### config.mk
export PLATFORM = sky130hd
export DESIGN_NAME = uvfr_ctrl
export DESIGN_NICKNAME = d
export VERILOG_FILES = /design/src/common/uvfr_pkg.sv /design/src/design/uvfr_ctrl.sv /design/src/design/uvfr_timer.sv
export SDC_FILE = /design/constraint.sdc
export NUM_CORES = 1
export LEC_CHECK = 0
export BUFFER_PORTS_ARGS = -buffer_cell sky130_fd_sc_hd__clkbuf_2
export CORE_AREA = 4 4 107 109
export CTS_CLUSTER_SIZE = 20
export DETAILED_ROUTE_END_ITERATION = 8
export DIE_AREA = 0 0 111 113
export SKIP_LAST_GASP = 1
export SLEW_MARGIN = 20
export SYNTH_ARGS = -nofsm -noshare
export SYNTH_HDL_FRONTEND = slang
export SYNTH_SLANG_ARGS = --single-unit
### constraint.sdc
create_clock -name clock_in -period 4.25 [get_ports clock_in]
set_clock_uncertainty 0.1 [all_clocks]
set_input_delay 0.425 -clock clock_in [delete_from_list [all_inputs] [get_ports clock_in]]
set_output_delay 0.425 -clock clock_in [all_outputs]
set_load 0.02 [all_outputs]
### src/common/uvfr_pkg.sv
// Package with register map, field layout and timing constants for the under-voltage fault response
package uvfr_pkg;
    localparam logic [7:0] UVFR_ACTION_ADDR   = 8'h45;
    localparam logic [7:0] UVFR_ACTION_RESET  = 8'h80;
    localparam int         UVFR_RESP_HI       = 7;
    localparam int         UVFR_RESP_LO       = 6;
    localparam int         UVFR_RETRY_HI      = 5;
    localparam int         UVFR_RETRY_LO      = 3;
    localparam int         UVFR_DELAY_HI      = 2;
    localparam int         UVFR_DELAY_LO      = 0;
    localparam logic [1:0] UVFR_RESP_IGNORE   = 2'h0;
    localparam logic [1:0] UVFR_RESP_DELAYED  = 2'h1;
    localparam logic [1:0] UVFR_RESP_SHUTDOWN = 2'h2;
    localparam logic [1:0] UVFR_RESP_FOLLOW   = 2'h3;
    localparam logic [2:0] UVFR_RETRY_NONE    = 3'h0;
    localparam logic [2:0] UVFR_RETRY_ALWAYS  = 3'h7;
    localparam int         UVFR_UNIT_W        = 16;
    localparam logic [15:0] UVFR_UNIT_RESET   = 16'h0028;
    localparam int         UVFR_CNT_W         = 24;
    typedef enum logic [4:0] {
        UVFR_RUN     = 5'h01,
        UVFR_GRACE   = 5'h02,
        UVFR_WAIT    = 5'h04,
        UVFR_LOCKED  = 5'h08,
        UVFR_HOLDOFF = 5'h10
    } uvfr_state_t;
endpackage : uvfr_pkg

### src/design/uvfr_ctrl.sv
// Under-voltage fault response controller with its byte-wide setting register
//
// Summary of operation
// - Action 00 keeps output on despite fault.
// - Action 01 runs delay, then applies retries.
// - Action 10 disables immediately, then applies retries.
// - Action 11 disables only while fault persists.
// - Retry 000 means no restart, stay off.
// - Retry 1..6 gives that many restarts.
// - Retry 111 restarts until commanded off.
// - Restart spacing is delay count times unit.
// - Status, clear-all, reset or off-on clear fault.
// - Delay code n means 2**n time units.
`timescale 1ns/1ps
module uvfr_ctrl import uvfr_pkg::*; #(
    parameter int UNIT_W = UVFR_UNIT_W
) (
    input  wire logic              clock_in,
    input  wire logic              sys_rst_in,
    input  wire logic              clk_en_in,
    input  wire logic              reg_wr_in,
    input  wire logic              reg_rd_in,
    input  wire logic [7:0]        reg_addr_in,
    input  wire logic [7:0]        reg_wdata_in,
    output logic      [7:0]        reg_rdata_out,
    output logic                   reg_ack_out,
    input  wire logic [UNIT_W-1:0] unit_cycles_in,
    input  wire logic              uv_fault_in,
    input  wire logic              run_cmd_in,
    input  wire logic              clear_all_in,
    input  wire logic              clear_bit_in,
    input  wire logic              other_fault_in,
    output logic                   output_en_out,
    output logic                   fault_latched_out,
    output logic [2:0]             attempts_out,
    output logic [4:0]             state_out
);
    uvfr_state_t state_r;
    uvfr_state_t state_nxt;
    logic [7:0]  setting_r;
    logic [7:0]  setting_nxt;
    logic [7:0]  rdata_r;
    logic [7:0]  rdata_nxt;
    logic        ack_r;
    logic        ack_nxt;
    logic        latch_r;
    logic        latch_nxt;
    logic [2:0]  tries_r;
    logic [2:0]  tries_nxt;
    logic        en_r;
    logic        en_nxt;
    logic        run_d_r;
    logic        timer_start;
    logic        timer_done;
    logic        clear_evt;
    logic [1:0]  resp;
    logic [2:0]  retries;

    assign resp    = setting_r[UVFR_RESP_HI:UVFR_RESP_LO];
    assign retries = setting_r[UVFR_RETRY_HI:UVFR_RETRY_LO];
    // Off-then-on is seen as the rising edge of the run command
    assign clear_evt = clear_bit_in | clear_all_in | (run_cmd_in & ~run_d_r);

    uvfr_timer #(
        .UNIT_W (UNIT_W),
        .CNT_W  (UVFR_CNT_W)
    ) u_timer (
        .clock_in       (clock_in),
        .sys_rst_in     (sys_rst_in),
        .clk_en_in      (clk_en_in),
        .start_in       (timer_start),
        .code_in        (setting_r[UVFR_DELAY_HI:UVFR_DELAY_LO]),
        .unit_cycles_in (unit_cycles_in),
        .done_out       (timer_done)
    );

    // Register port: one byte, read data registered with a one-cycle ack
    always_comb begin
        setting_nxt = setting_r;
        rdata_nxt   = rdata_r;
        ack_nxt     = reg_wr_in | reg_rd_in;
        if (reg_wr_in && reg_addr_in == UVFR_ACTION_ADDR) begin
            setting_nxt = reg_wdata_in;
        end
        if (reg_rd_in) begin
            rdata_nxt = (reg_addr_in == UVFR_ACTION_ADDR) ? setting_r : 8'h00;
        end
    end

    always_comb begin
        state_nxt   = state_r;
        latch_nxt   = latch_r;
        tries_nxt   = tries_r;
        en_nxt      = en_r;
        timer_start = 1'b0;
        case (state_r)
            UVFR_RUN: begin
                en_nxt = run_cmd_in;
                if (run_cmd_in && uv_fault_in) begin
                    latch_nxt = 1'b1;
                    case (resp)
                        UVFR_RESP_IGNORE: state_nxt = UVFR_RUN;
                        UVFR_RESP_DELAYED: begin
                            timer_start = 1'b1;
                            state_nxt   = UVFR_GRACE;
                        end
                        UVFR_RESP_SHUTDOWN: begin
                            en_nxt    = 1'b0;
                            state_nxt = UVFR_HOLDOFF;
                        end
                        default: begin
                            en_nxt    = 1'b0;
                            state_nxt = UVFR_HOLDOFF;
                        end
                    endcase
                    if (resp == UVFR_RESP_SHUTDOWN) begin
                        if (retries == UVFR_RETRY_NONE) begin
                            state_nxt = UVFR_LOCKED;
                        end else begin
                            timer_start = 1'b1;
                            state_nxt   = UVFR_WAIT;
                        end
                    end
                end
            end
            UVFR_GRACE: begin
                if (timer_done) begin
                    if (!uv_fault_in) begin
                        state_nxt = UVFR_RUN;
                    end else begin
                        en_nxt = 1'b0;
                        if (retries == UVFR_RETRY_NONE) begin
                            state_nxt = UVFR_LOCKED;
                        end else begin
                            timer_start = 1'b1;
                            state_nxt   = UVFR_WAIT;
                        end
                    end
                end
            end
            UVFR_WAIT: begin
                // Restart spacing measured from the previous attempt
                if (timer_done) begin
                    if (retries != UVFR_RETRY_ALWAYS && tries_r >= retries) begin
                        en_nxt    = 1'b0;
                        state_nxt = UVFR_LOCKED;
                    end else begin
                        if (retries != UVFR_RETRY_ALWAYS) begin
                            tries_nxt = tries_r + 3'h1;
                        end
                        // Each attempt really switches the output back on
                        en_nxt = 1'b1;
                        timer_start = 1'b1;
                        if (!uv_fault_in) begin
                            state_nxt = UVFR_RUN;
                        end
                    end
                end else if (en_r && uv_fault_in) begin
                    // Fault still present during the attempt, so that attempt failed
                    en_nxt = 1'b0;
                end
            end
            UVFR_HOLDOFF: begin
                en_nxt = 1'b0;
                if (resp == UVFR_RESP_FOLLOW && !uv_fault_in) begin
                    en_nxt    = run_cmd_in;
                    state_nxt = UVFR_RUN;
                end
            end
            UVFR_LOCKED: en_nxt = 1'b0;
            default: begin
                state_nxt = UVFR_RUN;
                en_nxt    = 1'b0;
            end
        endcase
        if (!run_cmd_in || other_fault_in) begin
            // Commanded off or another shutdown ends any retry sequence
            en_nxt    = 1'b0;
            state_nxt = UVFR_RUN;
            tries_nxt = 3'h0;
        end
        if (clear_evt) begin
            tries_nxt = 3'h0;
            if (!(run_cmd_in && uv_fault_in)) begin
                latch_nxt = 1'b0;
            end
            if (state_r == UVFR_LOCKED) begin
                state_nxt = UVFR_RUN;
            end
        end
    end

    always_ff @(posedge clock_in) begin
        if (sys_rst_in) begin
            state_r   <= UVFR_RUN;
            setting_r <= UVFR_ACTION_RESET;
            rdata_r   <= 8'h00;
            ack_r     <= 1'b0;
            latch_r   <= 1'b0;
            tries_r   <= 3'h0;
            en_r      <= 1'b0;
            run_d_r   <= 1'b0;
        end else if (clk_en_in) begin
            state_r   <= state_nxt;
            setting_r <= setting_nxt;
            rdata_r   <= rdata_nxt;
            ack_r     <= ack_nxt;
            latch_r   <= latch_nxt;
            tries_r   <= tries_nxt;
            en_r      <= en_nxt;
            run_d_r   <= run_cmd_in;
        end
    end

    assign reg_rdata_out     = rdata_r;
    assign reg_ack_out       = ack_r;
    assign output_en_out     = en_r;
    assign fault_latched_out = latch_r;
    assign attempts_out      = tries_r;
    assign state_out         = state_r;
endmodule : uvfr_ctrl

### src/design/uvfr_timer.sv
// Delay timer counting 2**code time units of a programmable cycle length
`timescale 1ns/1ps
module uvfr_timer import uvfr_pkg::*; #(
    parameter int UNIT_W = UVFR_UNIT_W,
    parameter int CNT_W  = UVFR_CNT_W
) (
    input  wire logic              clock_in,
    input  wire logic              sys_rst_in,
    input  wire logic              clk_en_in,
    input  wire logic              start_in,
    input  wire logic [2:0]        code_in,
    input  wire logic [UNIT_W-1:0] unit_cycles_in,
    output logic                   done_out
);
    logic [UNIT_W-1:0] unit_r;
    logic [UNIT_W-1:0] unit_nxt;
    logic [CNT_W-1:0]  left_r;
    logic [CNT_W-1:0]  left_nxt;
    logic              run_r;
    logic              run_nxt;
    logic              done_r;
    logic              done_nxt;

    always_comb begin
        unit_nxt = unit_r;
        left_nxt = left_r;
        run_nxt  = run_r;
        done_nxt = 1'b0;
        if (start_in) begin
            // Units as a power of two; a zero unit length still counts one cycle
            left_nxt = CNT_W'(1) << code_in;
            unit_nxt = (unit_cycles_in == '0) ? UNIT_W'(1) : unit_cycles_in;
            run_nxt  = 1'b1;
        end else if (run_r) begin
            if (unit_r > UNIT_W'(1)) begin
                unit_nxt = unit_r - UNIT_W'(1);
            end else if (left_r > CNT_W'(1)) begin
                left_nxt = left_r - CNT_W'(1);
                unit_nxt = (unit_cycles_in == '0) ? UNIT_W'(1) : unit_cycles_in;
            end else begin
                run_nxt  = 1'b0;
                done_nxt = 1'b1;
            end
        end
    end

    always_ff @(posedge clock_in) begin
        if (sys_rst_in) begin
            unit_r <= '0;
            left_r <= '0;
            run_r  <= 1'b0;
            done_r <= 1'b0;
        end else if (clk_en_in) begin
            unit_r <= unit_nxt;
            left_r <= left_nxt;
            run_r  <= run_nxt;
            done_r <= done_nxt;
        end
    end

    assign done_out = done_r;
endmodule : uvfr_timer

==> impl_metrics.tcl <==
set metrics [dict create \
    min_period_ns 3.45 \
    drc 0 \
    avgViaCountPerCell 5.63 \
    route.vias.total 3985 \
    final_cell_mix "dfxtp_1 (70), clkbuf_2 (60), a21oi_1 (53), nor2_1 (50), nand2_1 (40)" \
    yosysWarningCount 0 \
    grt_pass1_wl_mm 18.5 \
    die_h_um 113 \
    port_buffers 60 \
    finalSetupTns_ns 0 \
    hold_buffers 0 \
    gp_congestion 0.889 \
    place_ws_ns 0.758 \
    max_freq_mhz 290 \
    n_antenna_cell 0 \
    initial_core_util_pct 38.9 \
    syn_area_per_cell_um2 7.96 \
    drv_cap 0 \
    r2r_slack_ns 0.80 \
    layout_commonest_cell "dfxtp_1" \
    ys.flop_type "dfxtp_1" \
    dp_cells 692 \
    cts_sinks 70 \
    yosysTopAreaCell "dfxtp_1" \
    grt_max_degree 48 \
    post_cts_resized 0 \
    ys_ff_latch 70 \
    slew_headroom_pct 43.5 \
    dp_hpwl_mm 7.63 \
    critPathArrivalTime_ns 3.56 \
    combPwrFrac_pct 6.0 \
    die_x_um 111 \
    drt-total-wl_mm 10.8 \
    ir_drop_mv 0.140 \
    cts_tree "built" \
    required_ns 4.36 \
    postRouteAntennaNets 0 \
    grt_pass1_vias 3836 \
    r2r_end "u_timer.unit_r[14]" \
    powerDensity_nw_per_um2 280 \
    setup_viol_count_final 0 \
    crit_path_end "u_timer.unit_r[14]" \
    pin_count 61 \
    p_int_uw 993 \
    async_flop_share_pct 0 \
    crit_type "register to register" \
    synthDistinctLibCells 59 \
    reg2reg_depth 9 \
    syn_area_um2 4120 \
    gr-usage-all-layers_pct 17.6 \
    cts_root_buf "clkbuf_8" \
    netlist_instances 518 \
    synthTopCellsByArea "dfxtp_1 (34%), a21oi_1 (6.4%), mux2i_1 (5.6%)" \
    drtIter0Drc 286 \
    cts_inserted_buffers 9 \
    finalNonFillerCells 708 \
    tightest_slew_ns 0.840 \
    ys_seq_area_share_pct 34.0 \
    htree_levels 3 \
    cts_setup_buffers 0 \
    seq_power_share_pct 50.1 \
    core_area_um2 10600 \
    area_growth_pct 14.3 \
    antenna_found_initial 0 \
    nets 613 \
    crit_fanout 31 \
    start_kind "register" \
    worstSkewPairLatency_ns 0.36 \
    cts_buffer_depth 2 \
    die_area_um2 12500 \
    synth_edf_count 0 \
    startpoint "setting_r[5]" \
    clkSlewWorstSetupHoldPaths_ns 0.08 \
    first_pass_iters 5 \
    power.switching_uw 325 \
    fin_ws_ns 0.797 \
    final-hold-violation-count 0 \
    wire_per_inst_um 15.2 \
    drive_gt1_share_pct 17.4 \
    end_kind "register" \
    regToRegStartpoint "setting_r[5]" \
    rsz0062_at_grt "false" \
    yosysTopAreaCellShare_pct 34.0 \
    rows 38 \
    period_share_pct 81.3 \
    gr-total-overflow 0 \
    leakage_uw 0.00187 \
    min_path_type "input pin to register" \
    power_frac_clock_pct 43.9 \
    slew_violations 0 \
    status "finished, final reports clean" \
    synth_fp_nets 568 \
    p_sw_share_pct 24.7 \
]
==> cells by family (layout without fill, tap and decap cells) <==
family | Yosys count | after routing | synth area share, %
adders and majority gates | 8 | 8 | 2.43
buffers and inverters | 54 | 104 | 5.28
and+or+nand+nor | 213 | 213 | 27.5
xor gates and xnor gates | 5 | 5 | 1.06
DFF | 70 | 70 | 34.0
AOI/OAI and AO/OA | 145 | 145 | 24.1
muxes | 23 | 23 | 5.59
==> power groups by stage <==
stage	clock, µW	combinational (µW)	sequential (µW)
floorplan	0	42.3	677
global placement	0	79.1	675
CTS	593	79.7	660
global route	622	88.2	661
detailed placement	0	79.3	676
finish	579	79.3	660
==> cell type report <==
class	count	area (µm²)
Tap cell	140	175
Sequential cell	70	1400
Clock buffer	12	155
Clock inverter	4	55.1
Inverter	25	93.8
Multi-Input combinational cell	394	2510
Fill cell	1089	5890
Timing Repair Buffer	63	323
==> per-layer routing <==
metal / vias up / wire, µm / GRT usage [%]
li1: 2012 / - / -
met1: 1862 / 5230 / 24.0
met2: 93 / 4820 / 27.4
met3: 18 / 451 / 2.94
met4: 0 / 252 / 7.72
met5: - / 0 / 0
==> per-stage QoR <==
step	power, µW	hold slack (ns)	area, µm²	util [%]
global placement	755	0.342	4500	42.4
floorplan	719	0.345	4120	-
detailed placement	755	0.343	4500	42.4
finish	1320	0.192	4710	44.4
CTS	1330	0.177	4710	44.4
global route	1370	0.203	4710	44.4
==> cells in the mapped netlist, types with 3 or more instances <==
cell type and count:
ha_1 8, o32ai_1 4, xor2_1 3, o32ai_2 7, or2_2 3, or4_1 9, nand2_1 40, inv_1 24
nand3b_1 3, mux2i_1 23, clkbuf_1 19, or3_1 8, o21ai_0 26, o211ai_1 6, nor4_1 15, buf_2 6
o31ai_1 8, a21oi_1 53, nand4_1 7, nor4bb_1 3, nand2b_1 3, nor3_1 22, and4b_1 4, o21a_1 9
dfxtp_1 70, a31oi_1 9, and3b_1 3, and3_1 5, a211oi_1 3, nor2b_1 8, nor2_1 50, nand3_1 19
==> state kept, by name, indices dropped and copies added (netlist names), 3 cells and up <==
signal,count
attempts_out,3
setting_r,8
state_out,5
reg_rdata_out,8
u_timer.unit_r,16
u_timer.left_r,24
==> how the worst min path moves through the flow <==
| stage | start | endpoint | slack [ns] | cells after the start |
|---|---|---|---|---|
| 2_1_floorplan | u_timer.unit_r[1] | u_timer.unit_r[1] | 0.34 | 2 |
| 3_3_place_gp | reg_rdata_out[1] | reg_rdata_out[1] | 0.34 | 2 |
| 3_5_place_dp | reg_rdata_out[1] | reg_rdata_out[1] | 0.34 | 2 |
| 4_1_cts | reg_wdata_in[7] | setting_r[7] | 0.18 | 3 |
| 5_1_grt | reg_wdata_in[7] | setting_r[7] | 0.20 | 3 |
| 6_report | reg_wdata_in[7] | setting_r[7] | 0.19 | 3 |
==> worst max-delay path, cell delays in order (launching register included) <==
cell	delay, ns
dfxtp_1	0.42
inv_1	0.07
ha_1	0.29
nand2_1	0.05
o21ai_0	0.35
a21oi_1	0.16
or2_2	0.56
a22oi_4	0.57
or2b_1	0.56
o32ai_2	0.16
(Power assumes the default switching activity.)
